File: src/dps_pkg.sv
// Constants and types for the detector front-panel and sensor-status block.
// Assumes a 125 MHz system clock; all users reference names as dps_pkg::name.
package dps_pkg;

    localparam int CLK_MHZ        = 125;
    // Loop scan slot per enabled loop, piezo sample interval, lamp time base
    localparam int LOOP_SLOT_US   = 300;
    localparam int LOOP_SLOT_CYC  = LOOP_SLOT_US * CLK_MHZ;
    localparam int PIEZO_TICK_US  = 100;
    localparam int PIEZO_TICK_CYC = PIEZO_TICK_US * CLK_MHZ;
    localparam int MS_TICK_US     = 1000;
    localparam int MS_TICK_CYC    = MS_TICK_US * CLK_MHZ;
    localparam int HB_HALF_MS     = 500;
    localparam int BLINK_HALF_MS  = 250;
    localparam int STRETCH_MS     = 50;

    localparam int NLOOP   = 8;
    localparam int NPIEZO  = 8;
    localparam int NLANE   = 4;
    localparam int PZ_W    = 12;
    localparam int DELTA_W = 16;
    localparam int NSTR    = 14;

    // Register byte offsets
    localparam logic [7:0] OFF_CTRL    = 8'h00;
    localparam logic [7:0] OFF_OVR     = 8'h04;
    localparam logic [7:0] OFF_THR     = 8'h08;
    localparam logic [7:0] OFF_PTHR    = 8'h0c;
    localparam logic [7:0] OFF_LSTAT   = 8'h10;
    localparam logic [7:0] OFF_PHEALTH = 8'h14;

    // Field positions and reset values
    localparam int CTRL_RETUNE_BIT   = 3;
    localparam logic [2:0]  CFG_RST  = 3'h0;
    localparam logic [31:0] OVR_RST  = 32'h0000_0000;
    localparam logic [31:0] THR_RST  = 32'h0040_0080;
    localparam logic [15:0] PTHR_RST = 16'h0200;

    // Sensor configuration codes
    localparam logic [2:0] CFG_LL   = 3'h0;
    localparam logic [2:0] CFG_LPL  = 3'h1;
    localparam logic [2:0] CFG_LPPL = 3'h2;
    localparam logic [2:0] CFG_PP   = 3'h3;
    localparam logic [2:0] CFG_PLP  = 3'h4;

    // Piezo health grades
    localparam logic [1:0] HL_FAIL = 2'h0;
    localparam logic [1:0] HL_WEAK = 2'h1;
    localparam logic [1:0] HL_GOOD = 2'h2;

    typedef enum logic [2:0] {
        SC_IDLE  = 3'b001,
        SC_NEXT  = 3'b010,
        SC_DWELL = 3'b100
    } dps_scan_t;

endpackage

File: src/dps_top.sv
// Front-panel lamps, panel switches, loop scanner, piezo sampler and piezo health.
// Assumes loop front end, piezo ADC and message pulses are on SYS_CLK;
// panel switches and the retune button are asynchronous pins.
//
// Added by the designer: register access over APB and the register offsets.
`timescale 1ns/1ps

// How it works
// RULE1: Power lamp lit while powered.
// RULE2: Heartbeat lamp flashes once per second.
// RULE3: Receive lamp flashes per supervisor message.
// RULE4: Transmit lamp flashes per message sent.
// RULE5: Retune button retunes all eight loops.
// RULE6: Enable switches, console override wins.
// RULE7: Sensitivity switches pick 10 or 8.
// RULE8: Lamp mapping follows sensor configuration.
// RULE9: Loop lamp: detect on, fault flashes.
// RULE10: Piezo lamp flashes on each detection.
// RULE11: Lane lamp flashes per valid vehicle.
// RULE12: Scan loops singly, threshold per sensitivity.
// RULE13: Scan period scales with enabled loops.
// RULE14: Open and short faults readable.
// RULE15: Sample piezos every 100 us together.
// RULE16: Piezo health steps among G, W, F.
// RULE17: Flashes stretched; one common fault blink.
module dps_top #(
    parameter int LOOP_SLOT_CYC  = dps_pkg::LOOP_SLOT_CYC,
    parameter int PIEZO_TICK_CYC = dps_pkg::PIEZO_TICK_CYC,
    parameter int MS_TICK_CYC    = dps_pkg::MS_TICK_CYC
) (
    input  wire logic        SYS_CLK,
    input  wire logic        RST,
    input  wire logic        PSEL,
    input  wire logic        PENABLE,
    input  wire logic        PWRITE,
    input  wire logic [7:0]  PADDR,
    input  wire logic [31:0] PWDATA,
    output logic      [31:0] PRDATA,
    output logic             PREADY,
    output logic             PSLVERR,
    input  wire logic        RETUNE_BTN,
    input  wire logic [7:0]  ENABLE_SW,
    input  wire logic [7:0]  SENS_SW,
    input  wire logic [15:0] LOOP_DELTA,
    input  wire logic        LOOP_OPEN,
    input  wire logic        LOOP_SHORT,
    input  wire logic [95:0] PIEZO_RESP,
    input  wire logic        MSG_RX,
    input  wire logic        MSG_TX,
    input  wire logic [3:0]  VEH_VALID,
    output logic [2:0]       LOOP_SEL,
    output logic             LOOP_RETUNE,
    output logic             POWER_INDICATOR,
    output logic             HEARTBEAT_INDICATOR,
    output logic             RX_LAMP,
    output logic             TX_LAMP,
    output logic [7:0]       SENSOR_CHANNEL_LAMPS,
    output logic [3:0]       LANE_LAMPS
);

    typedef struct packed {
        logic [7:0]        en_s1;
        logic [7:0]        en_s2;
        logic [7:0]        sens_s1;
        logic [7:0]        sens_s2;
        logic              btn_s1;
        logic              btn_s2;
        logic              btn_d;
        logic [2:0]        cfg;
        logic [31:0]       ovr;
        logic [31:0]       thr;
        logic [15:0]       pthr;
        logic [31:0]       prdata;
        logic              pslverr;
        logic [23:0]       ms_cnt;
        logic              ms_tick;
        logic [9:0]        hb_cnt;
        logic [9:0]        bl_cnt;
        logic              hb;
        logic              blink;
        logic              pwr;
        logic [23:0]       pz_cnt;
        logic [7:0]        pz_above;
        dps_pkg::dps_scan_t st;
        logic [2:0]        sel;
        logic [23:0]       slot_cnt;
        logic [7:0]        det;
        logic [7:0]        opn;
        logic [7:0]        sht;
        logic [13:0][5:0]  str;
        logic [7:0]        act;
        logic [7:0][1:0]   hlth;
        logic              retune;
        logic [7:0]        lamp_ch;
        logic [3:0]        lamp_ln;
    } dps_state_t;

    localparam dps_state_t RST_VAL = '{
        cfg: dps_pkg::CFG_RST, ovr: dps_pkg::OVR_RST, thr: dps_pkg::THR_RST,
        pthr: dps_pkg::PTHR_RST, st: dps_pkg::SC_IDLE, default: '0};

    dps_state_t s_q;
    dps_state_t s_d;

    logic [7:0]  en_eff;
    logic [7:0]  sens_eff;
    logic [7:0]  pz_hit;
    logic [13:0] trig;
    logic [2:0]  nxt;
    logic        nxt_ok;
    logic        wr;
    logic [15:0] thr_sel;
    logic [7:0]  loop_lamp;
    logic [7:0]  pz_lamp;

    always_comb begin
        s_d = s_q;
        // RULE6: console override per loop
        en_eff   = (s_q.en_s2 & ~s_q.ovr[15:8]) | (s_q.ovr[7:0] & s_q.ovr[15:8]);
        // RULE7: right means level 10, else 8
        sens_eff = (s_q.sens_s2 & ~s_q.ovr[31:24]) | (s_q.ovr[23:16] & s_q.ovr[31:24]);

        // Synchronisers: first stage feeds only the second
        s_d.en_s1   = ENABLE_SW;
        s_d.en_s2   = s_q.en_s1;
        s_d.sens_s1 = SENS_SW;
        s_d.sens_s2 = s_q.sens_s1;
        s_d.btn_s1  = RETUNE_BTN;
        s_d.btn_s2  = s_q.btn_s1;
        s_d.btn_d   = s_q.btn_s2;

        // RULE1: dark while reset is held, lit from the first edge after reset is released
        s_d.pwr = 1'b1;

        // Millisecond time base keeps the lamp counters narrow
        s_d.ms_tick = 1'b0;
        s_d.ms_cnt  = s_q.ms_cnt + 24'h1;
        if (s_q.ms_cnt == 24'(MS_TICK_CYC - 1)) begin
            s_d.ms_cnt  = '0;
            s_d.ms_tick = 1'b1;
        end
        if (s_q.ms_tick) begin
            // RULE2: toggle every half second
            s_d.hb_cnt = s_q.hb_cnt + 10'h1;
            if (s_q.hb_cnt == 10'(dps_pkg::HB_HALF_MS - 1)) begin
                s_d.hb_cnt = '0;
                s_d.hb     = ~s_q.hb;
            end
            // RULE17: one blink shared by all faults
            s_d.bl_cnt = s_q.bl_cnt + 10'h1;
            if (s_q.bl_cnt == 10'(dps_pkg::BLINK_HALF_MS - 1)) begin
                s_d.bl_cnt = '0;
                s_d.blink  = ~s_q.blink;
            end
        end

        // APB: zero wait states; read data and error latched in setup
        wr        = PSEL & PENABLE & PWRITE;
        s_d.retune = 1'b0;
        if (PSEL & ~PENABLE) begin
            s_d.pslverr = 1'b0;
            s_d.prdata  = '0;
            case (PADDR)
                dps_pkg::OFF_CTRL:    s_d.prdata = {29'h0, s_q.cfg};
                dps_pkg::OFF_OVR:     s_d.prdata = s_q.ovr;
                dps_pkg::OFF_THR:     s_d.prdata = s_q.thr;
                dps_pkg::OFF_PTHR:    s_d.prdata = {16'h0, s_q.pthr};
                // RULE14: fault state readable
                dps_pkg::OFF_LSTAT:   s_d.prdata = {en_eff, s_q.sht, s_q.opn, s_q.det};
                dps_pkg::OFF_PHEALTH: s_d.prdata = {16'h0, s_q.hlth};
                default:              s_d.pslverr = 1'b1;
            endcase
        end
        if (wr) begin
            case (PADDR)
                dps_pkg::OFF_CTRL: begin
                    s_d.cfg    = PWDATA[2:0];
                    s_d.retune = PWDATA[dps_pkg::CTRL_RETUNE_BIT];
                end
                dps_pkg::OFF_OVR:  s_d.ovr  = PWDATA;
                dps_pkg::OFF_THR:  s_d.thr  = PWDATA;
                dps_pkg::OFF_PTHR: s_d.pthr = PWDATA[15:0];
                default: ;
            endcase
        end
        // RULE5: button press retunes every loop
        if (s_q.btn_s2 & ~s_q.btn_d) begin
            s_d.retune = 1'b1;
        end
        if (s_q.retune) begin
            s_d.det = '0;
        end

        // RULE13: next enabled loop; disabled loops take no slot
        nxt    = s_q.sel;
        nxt_ok = 1'b0;
        for (int k = 1; k <= dps_pkg::NLOOP; k++) begin
            if (!nxt_ok && en_eff[3'(s_q.sel + 3'(k))]) begin
                nxt    = 3'(s_q.sel + 3'(k));
                nxt_ok = 1'b1;
            end
        end
        // RULE12: threshold from the loop's sensitivity
        thr_sel = sens_eff[s_q.sel] ? s_q.thr[31:16] : s_q.thr[15:0];
        s_d.det = s_d.det & en_eff;
        s_d.opn = s_q.opn & en_eff;
        s_d.sht = s_q.sht & en_eff;
        case (s_q.st)
            dps_pkg::SC_IDLE: begin
                if (nxt_ok) begin
                    s_d.st = dps_pkg::SC_NEXT;
                end
            end
            dps_pkg::SC_NEXT: begin
                s_d.slot_cnt = '0;
                s_d.sel      = nxt;
                s_d.st       = nxt_ok ? dps_pkg::SC_DWELL : dps_pkg::SC_IDLE;
            end
            dps_pkg::SC_DWELL: begin
                s_d.slot_cnt = s_q.slot_cnt + 24'h1;
                if (s_q.slot_cnt == 24'(LOOP_SLOT_CYC - 1)) begin
                    // RULE12: one loop measured at a time
                    if (en_eff[s_q.sel] && !s_q.retune) begin
                        s_d.det[s_q.sel] = ~LOOP_OPEN & ~LOOP_SHORT & (LOOP_DELTA > thr_sel);
                        // RULE14: latch fault per loop
                        s_d.opn[s_q.sel] = LOOP_OPEN;
                        s_d.sht[s_q.sel] = LOOP_SHORT;
                    end
                    s_d.st = dps_pkg::SC_NEXT;
                end
            end
            default: s_d.st = dps_pkg::SC_IDLE;
        endcase

        // RULE15: all eight piezos compared on the same tick
        pz_hit     = '0;
        s_d.pz_cnt = s_q.pz_cnt + 24'h1;
        if (s_q.pz_cnt == 24'(PIEZO_TICK_CYC - 1)) begin
            s_d.pz_cnt = '0;
            for (int i = 0; i < dps_pkg::NPIEZO; i++) begin
                s_d.pz_above[i] = PIEZO_RESP[i*dps_pkg::PZ_W +: dps_pkg::PZ_W] > s_q.pthr[11:0];
                pz_hit[i]       = s_d.pz_above[i] & ~s_q.pz_above[i];
            end
        end

        // RULE16: grade on each lane vehicle; new activity beats the clear
        for (int i = 0; i < dps_pkg::NPIEZO; i++) begin
            if (VEH_VALID[i/2]) begin
                if (s_q.act[i] | pz_hit[i]) begin
                    if (s_q.hlth[i] != dps_pkg::HL_GOOD) begin
                        s_d.hlth[i] = s_q.hlth[i] + 2'h1;
                    end
                end else if (s_q.hlth[i] != dps_pkg::HL_FAIL) begin
                    s_d.hlth[i] = s_q.hlth[i] - 2'h1;
                end
                s_d.act[i] = pz_hit[i];
            end else begin
                s_d.act[i] = s_q.act[i] | pz_hit[i];
            end
        end

        // RULE17: stretch each event to a visible flash
        trig = {VEH_VALID, pz_hit, MSG_TX, MSG_RX};
        for (int j = 0; j < dps_pkg::NSTR; j++) begin
            if (trig[j]) begin
                s_d.str[j] = 6'(dps_pkg::STRETCH_MS);
            end else if (s_q.ms_tick && s_q.str[j] != 6'h0) begin
                s_d.str[j] = s_q.str[j] - 6'h1;
            end
        end

        // RULE9: detect steady, fault blinks
        for (int i = 0; i < dps_pkg::NLOOP; i++) begin
            loop_lamp[i] = (s_q.opn[i] | s_q.sht[i]) ? s_q.blink : s_q.det[i];
            // RULE10: piezo lamp only while stretched
            pz_lamp[i]   = s_q.str[2 + i] != 6'h0;
        end
        // RULE8: channel and lane lamp selection
        case (s_q.cfg)
            dps_pkg::CFG_PP, dps_pkg::CFG_PLP: s_d.lamp_ch = pz_lamp;
            default:                           s_d.lamp_ch = loop_lamp;
        endcase
        for (int l = 0; l < dps_pkg::NLANE; l++) begin
            case (s_q.cfg)
                dps_pkg::CFG_LPL, dps_pkg::CFG_LPPL: s_d.lamp_ln[l] = pz_lamp[2*l];
                dps_pkg::CFG_PLP:                    s_d.lamp_ln[l] = loop_lamp[2*l];
                // RULE11: valid vehicle flash
                default:                             s_d.lamp_ln[l] = s_q.str[10 + l] != 6'h0;
            endcase
        end
    end

    always_ff @(posedge SYS_CLK or posedge RST) begin
        if (RST) begin
            s_q <= RST_VAL;
        end else begin
            s_q <= s_d;
        end
    end

    assign PRDATA               = s_q.prdata;
    assign PSLVERR              = s_q.pslverr;
    assign PREADY               = 1'b1;
    assign LOOP_SEL             = s_q.sel;
    assign LOOP_RETUNE          = s_q.retune;
    assign POWER_INDICATOR      = s_q.pwr;
    assign HEARTBEAT_INDICATOR  = s_q.hb;
    // RULE3: receive flash
    assign RX_LAMP              = s_q.str[0] != 6'h0;
    // RULE4: transmit flash
    assign TX_LAMP              = s_q.str[1] != 6'h0;
    assign SENSOR_CHANNEL_LAMPS = s_q.lamp_ch;
    assign LANE_LAMPS           = s_q.lamp_ln;

endmodule

File: config.mk
export PLATFORM = sky130hd
export DESIGN_NAME = dps_top
export DESIGN_NICKNAME = d
export VERILOG_FILES = /design/src/dps_pkg.sv /design/src/dps_top.sv
export SDC_FILE = /design/constraint.sdc
export NUM_CORES = 1
export LEC_CHECK = 0
export BUFFER_PORTS_ARGS = -buffer_cell sky130_fd_sc_hd__buf_2
export CORE_AREA = 2 2 225 338
export CTS_CLUSTER_SIZE = 16
export DETAILED_ROUTE_END_ITERATION = 6
export DIE_AREA = 0 0 227 340
export GPL_TIMING_DRIVEN = 0
export PLACE_DENSITY = 0.43
export SLEW_MARGIN = 20
export SYNTH_ARGS = -nofsm -noshare
export SYNTH_HDL_FRONTEND = slang
export SYNTH_SLANG_ARGS = --single-unit
File: constraint.sdc
create_clock -name SYS_CLK -period 32.1 [get_ports SYS_CLK]
set_clock_uncertainty 0.05 [all_clocks]
set_input_delay 3.21 -clock SYS_CLK [delete_from_list [all_inputs] [get_ports SYS_CLK]]
set_output_delay 3.21 -clock SYS_CLK [all_outputs]
set_load 0.005 [all_outputs]
==> results of run 1 <==
## stage by stage
step                instance area, µm²  utilization, %  hold WS (ns)
CTS                              26500            35.6         0.299
detailed placement               24700            33.2         0.286
floorplan                        22200               -         0.281
finish                           26500            35.6         0.300
global placement                 24600            33.0         0.287
global route                     26500            35.6         0.304
## per-layer routing
layer  wire, µm  up-vias
met1      28000     8621
met2      38800      364
met3       2360      129
met5          0        -
met4       3210        0
li1           -     8206
## cell usage in the layout, fill, tap and decap left out, types with 33 or more instances in the layout
master	n
a21o_1	56
a21oi_1	33
buf_2	232
buf_4	50
clkbuf_1	46
clkbuf_16	49
dfrtp_1	402
ha_1	152
inv_1	84
mux2_2	88
mux2i_1	65
nand2_1	174
nand3_1	82
nand4_1	65
nor2_1	148
nor4_1	35
o21ai_0	113
xnor2_1	77
xor2_1	55
## where the power goes
part           leakage (nW)  internal (mW)  total, mW  switching (mW)
sequential             5.11          0.522      0.534          0.0124
clock                 0.890          0.389      0.631           0.242
combinational          6.40         0.0890      0.225           0.136
total                  12.4           1.00       1.39           0.390
## cell families (layout without fill, tap and decap cells)
logic type | Yosys count | in the layout | synth area share [%]
compound gates | 374 | 374 | 11.9
xor+xnor | 132 | 132 | 5.22
fa+ha+maj | 153 | 153 | 8.63
buf+inv | 195 | 518 | 4.27
flops | 406 | 406 | 45.9
mux | 168 | 168 | 8.95
other cells | 1 | 7 | 0.0169
simple gates | 672 | 672 | 15.2
## worst paths after layout
check,from,end,slack [ns],cells after the start
setup / recovery,PADDR[1],s_q[347],26.73,6
hold / removal,s_d[372],s_d[371],0.30,0
setup reg to reg,LOOP_SEL[1],s_q[138],26.92,13
hold reg to reg,s_d[372],s_d[371],0.30,0
max in group asynchronous,RST,s_q[47],27.98,4
min in group asynchronous,RST,s_d[393],2.65,2
## area by class of cell
class                   count  area [µm²]
clock inverters            34         517
repair buffers            235        1270
clock buffers              54        1290
flip-flops and latches    406       10200
fillers                  7618       48000
inverters                  87         334
plain buffers             108         619
diodes                      5        12.5
well taps                1000        1250
multi-input cells        1501       11100
## registers in the layout, indices dropped and copies added, names as in the netlist
signal                cells
s_d                      18
LOOP_RETUNE               1
s_q                     337
PSLVERR                   1
LOOP_SEL                  3
POWER_INDICATOR           1
SENSOR_CHANNEL_LAMPS      8
PRDATA                   32
HEARTBEAT_INDICATOR       1
LANE_LAMPS                4
==> flow_summary.yaml, run 1 <==
power:
  finalPower_mw: 1.39
  leakage_nw: 12.4
  ir_drop_v: 0.0000359
  p_per_area_nw_per_um2: 52.4
finish:
  nets: 2720
  stdcell_count: 3430
  areaGrowthSynthToFinish_pct: 19.7
  drive_gt1_share_pct: 20.7
yosys:
  ys_seq_area_share_pct: 45.9
  ys.flop_type: "dfrtp_1"
  postSynthCellCount: 2101
  synth_top_cell_area_share_pct: 45.4
  synth_cell_type_count: 72
  yosys.area.top_type: "dfrtp_1"
  syn-mean-instance-area_um2: 10.5
  netlist_top_cells_area: "dfrtp_1 (45%), ha_1 (8.6%), mux2_2 (4.5%)"
  yosys_warnings: 0
  async_flop_share_pct: 100
  ys_ff_latch: 406
  synth.most_common_cell: "dfrtp_1"
  synth-edff-count: 0
  syn_area_um2: 22200
  synthTopCellsByCount: "dfrtp_1 (402), nand2_1 (174), ha_1 (152)"
cts:
  htreeDepth: 2
  cts_tree: "yes"
  clk_pin_slew_ns: 0.06
  ctsRootBufferMaster: "clkbuf_16"
  post_cts_buffers: 0
  cts_made_buffers: 47
  insertion_delay_ns: 0.61
  postCtsHoldBufs: 0
  clockBufferDepth: 3
  numClockSinks: 406
  ctsResizeCount: 0
timing:
  fin_crit_ns: 5.37
  slew_headroom_pct: 25.3
  fin_ws_ns: 26.73
  finalHoldViolCount: 0
  tns_ns: 0
  rsz0062_at_grt: "false"
  max_freq_mhz: 186
  setup_viol: 0
  tightestPinTransition_ns: 1.11
  slew_violations: 0
  timing.final.crit_share_pct: 16.7
floorplanning:
  fp-row-count: 123
  fp.dieH_um: 340
  die_w_um: 227
  io_pins: 236
  initial_utilization_pct: 29.8
  die-area_um2: 77200
  core_um2: 74500
route:
  detail_route.wl_per_cell_um: 21.1
  vias: 17320
  ant_nets: 0
  viasPerCell: 5.05
  first_pass_iters: 7
  wirelength_mm: 72.3
  initialDrtViolationCount: 1118
  drc: 0
placement:
  place_hpwl_mm: 56.5
  placedCellCount: 3337
  globalplace.congestion: 0.873
  port_buffers: 231
  preCtsSetupSlack_ns: 26.04
setup_path:
  cp_data_arrival_time_ns: 5.81
  slowest_delay_ns: 0.73
  endpoint_kind: "flop"
  cp_max_fo: 10
  startpoint_type: "input port"
  path_buf_inv: 2
  required_ns: 32.54
  crit_family: "simple AND/OR/NAND/NOR gates"
  cpMostUsedCell: "nor3_1"
  worst_path_max_delay_cell: "clkbuf_1"
  worstPathCellList: "buf_2 > nor3_1 > nand4_1 > nor3_1 > clkbuf_1 > mux2_2"
  critPathKind: "in -> reg"
grt:
  gr-usage-met1_pct: 20.9
  overflow: 0
  grt_start_max_net_pins: 95
  busiest_layer: "met2"
  grt_pass1_wl_mm: 110
  track_usage_pct: 18.9
  antenna_found_initial: 5
  grt_util_met3_pct: 2.26
  met2_usage_pct: 35.8
  grt_pass1_vias: 18081
outcome:
  run_status: "complete, no violations"
flow_run:
  cap_violations: 0
worst_hold_path:
  hp-class: "reg -> reg"
(Power assumes the default switching activity.)
==> run 2, diff against run 1 <==
--- a/config.mk
+++ b/config.mk
@@ -11,7 +11,7 @@
 export DETAILED_ROUTE_END_ITERATION = 6
 export DIE_AREA = 0 0 227 340
 export GPL_TIMING_DRIVEN = 0
-export PLACE_DENSITY = 0.43
+export PLACE_DENSITY = 0.45
 export SLEW_MARGIN = 20
 export SYNTH_ARGS = -nofsm -noshare
 export SYNTH_HDL_FRONTEND = slang
==> constraint.sdc (replaced) <==
create_clock -name SYS_CLK -period 4.5 [get_ports SYS_CLK]
set_clock_uncertainty 0.05 [all_clocks]
set_input_delay 0.45 -clock SYS_CLK [delete_from_list [all_inputs] [get_ports SYS_CLK]]
set_output_delay 0.45 -clock SYS_CLK [all_outputs]
set_load 0.005 [all_outputs]
==> run 2 against run 1 <==
Count of clock-buffer cells in the layout is 7 higher; utilization is essentially flat; global-route usage is 0.39 points lower; first-iteration DRC count up 4.6%; the run now ends with DRC left; setup slack got worse by 26 ns; die area stayed put; largest cell class unchanged; power grew to 6.6 times the previous value; non-clock buffer count increased by 28; final cell count grew 0.61%; routed wire length decreased by 0.82%; clock power grew to 5.9 times the previous value; via count rose by 0.69%; largest power group is now sequential cells.
==> flow_summary.yaml, run 2 (synthesized netlist as in run 1, its figures left out) <==
power:
  intPower_mw: 6.50
  finalPower_mw: 9.16
  ir_drop_v: 0.000282
  pwr-share-seq_pct: 41.6
  p_per_area_nw_per_um2: 345
  swShare_pct: 29.1
  power_frac_comb_pct: 17.8
  p_clk_share_pct: 40.6
  switchingPower_mw: 2.66
  leakage_nw: 12.4
route:
  initialDrtViolationCount: 1169
  wirelength_mm: 71.8
  vias: 17440
  ant_nets: 0
  detail_route.wl_per_cell_um: 20.8
  first_pass_iters: 7
  viasPerCell: 5.05
  drc: 1
timing:
  slew_violations: 0
  slew_headroom_pct: 36.5
  finalHoldViolCount: 0
  timing.final.crit_share_pct: 94.8
  rsz0062_at_grt: "false"
  tightestPinTransition_ns: 0.945
  fin_crit_ns: 4.27
  setup_viol: 0
  hold-worst-slack_ns: 0.0407
  max_freq_mhz: 234
setup_path:
  cp_max_fo: 10
  required_ns: 4.89
  endpoint_kind: "flop"
  startpoint_type: "flop"
  cp_data_arrival_time_ns: 4.66
  r2r_cells: 13
  critPathKind: "reg -> reg"
placement:
  dpl_cell_area_um2: 24900
  place_hpwl_mm: 56.4
  port_buffers: 231
  globalplace.congestion: 0.882
cts:
  numClockSinks: 406
  cts_tree: "yes"
  clk_pin_slew_ns: 0.07
  clockBufferDepth: 3
  htreeDepth: 2
  ctsRootBufferMaster: "clkbuf_16"
  cts_made_buffers: 43
  post_cts_buffers: 0
  insertion_delay_ns: 0.59
worst_hold_path:
  hold_depth: 2
  hp-class: "in -> reg"
finish:
  n_fill_cell: 7552
  stdcell_area_um2: 26500
  nets: 2744
  final_cell_mix: "dfrtp_1 (401), buf_2 (232), nand2_1 (174)"
  regMostFlops: "s_q"
  layout_commonest_cell: "dfrtp_1"
  areaGrowthSynthToFinish_pct: 19.7
  drive_gt1_share_pct: 20.4
  largest_register_ffs: 337
outcome:
  run_status: "finished with violations"
  failed_checks: "DRC"
floorplanning:
  initial_utilization_pct: 29.8
  io_pins: 236
  fp-row-count: 123
  core_um2: 74500
  die-area_um2: 77200
  die_w_um: 227
  fp.dieH_um: 340
grt:
  grt_pass1_vias: 18105
  grt_pass1_wl_mm: 108
  grt_start_max_net_pins: 34
  antenna_found_initial: 10
  track_usage_pct: 18.5
  overflow: 0
flow_run:
  cap_violations: 0
[run 2: worst max-delay path: stages (launching register included)]
cell      delay [ns]
dfrtp_1         0.54
clkbuf_8        0.28
mux4_2          0.55
mux2i_4         0.36
buf_2           0.39
mux2i_1         0.24
ha_1            0.26
a21o_1          0.18
a21o_1          0.16
a21o_1          0.16
a21oi_1         0.14
o21ai_0         0.14
a31oi_2         0.47
o31ai_1         0.17
[run 2: per-layer routing]
layer,up-vias,track usage (%),wire length (µm)
li1,8227,-,-
met3,122,2.67,2820
met1,8698,20.7,27800
met4,8,7.07,2620
met2,385,34.9,38400
met5,-,0,46
[run 2: repair_timing]
action	in CTS	in global routing
endpoints found under the setup margin	8	8
hold buffers	18	0
cloned	0	0
gates resized for setup	3	1
endpoints found under the hold margin	39	0
[run 2: path summary, 6_finish.rpt]
| path | endpoint | from | slack, ns |
|---|---|---|---|
| max in group asynchronous | s_q[39] | RST | 2.00 |
| min in group asynchronous | s_q[151] | RST | 0.42 |
| hold reg to reg | s_d[371] | s_d[372] | 0.28 |
| setup reg to reg | s_q[140] | LOOP_SEL[2] | 0.23 |
| hold / removal | s_q[37] | MSG_RX | 0.04 |
| setup / recovery | s_q[140] | LOOP_SEL[2] | 0.23 |
[run 2: power groups by stage]
stage / combinational (mW) / sequential, mW / clock, mW
4_1_cts: 1.64 / 3.82 / 3.84
5_1_grt: 1.77 / 3.82 / 3.97
3_5_place_dp: 1.60 / 3.88 / 0
2_1_floorplan: 1.10 / 3.84 / 0
3_3_place_gp: 1.54 / 3.89 / 0
6_report: 1.63 / 3.82 / 3.72
[run 2: metrics by stage]
| step | utilization [%] | instances | setup slack [ns] | setup TNS [ns] |
|---|---|---|---|---|
| final | 35.6 | 3451 | 0.234 | 0 |
| after global routing | 35.6 | 3451 | 0.0136 | 0 |
| after CTS | 35.6 | 3445 | 0.124 | 0 |
| after detailed placement | 33.4 | 3347 | -0.564 | -4.41 |
| after global placement | 33.0 | 3333 | -4.22 | -1674.39 |
| after floorplan | - | 2102 | -1.47 | -589.50 |
[run 2: final cells by class]
type | instances | area, µm² | area share (%)
multi-input cells | 1501 | 11100 | 41.8
plain buffers | 108 | 619 | 2.33
clock buffers | 61 | 1230 | 4.65
clock inverters | 19 | 215 | 0.811
inverters | 87 | 332 | 1.25
flip-flops and latches | 406 | 10200 | 38.3
diodes | 6 | 15.0 | 0.0566
repair buffers | 263 | 1620 | 6.12
well taps | 1000 | 1250 | 4.72
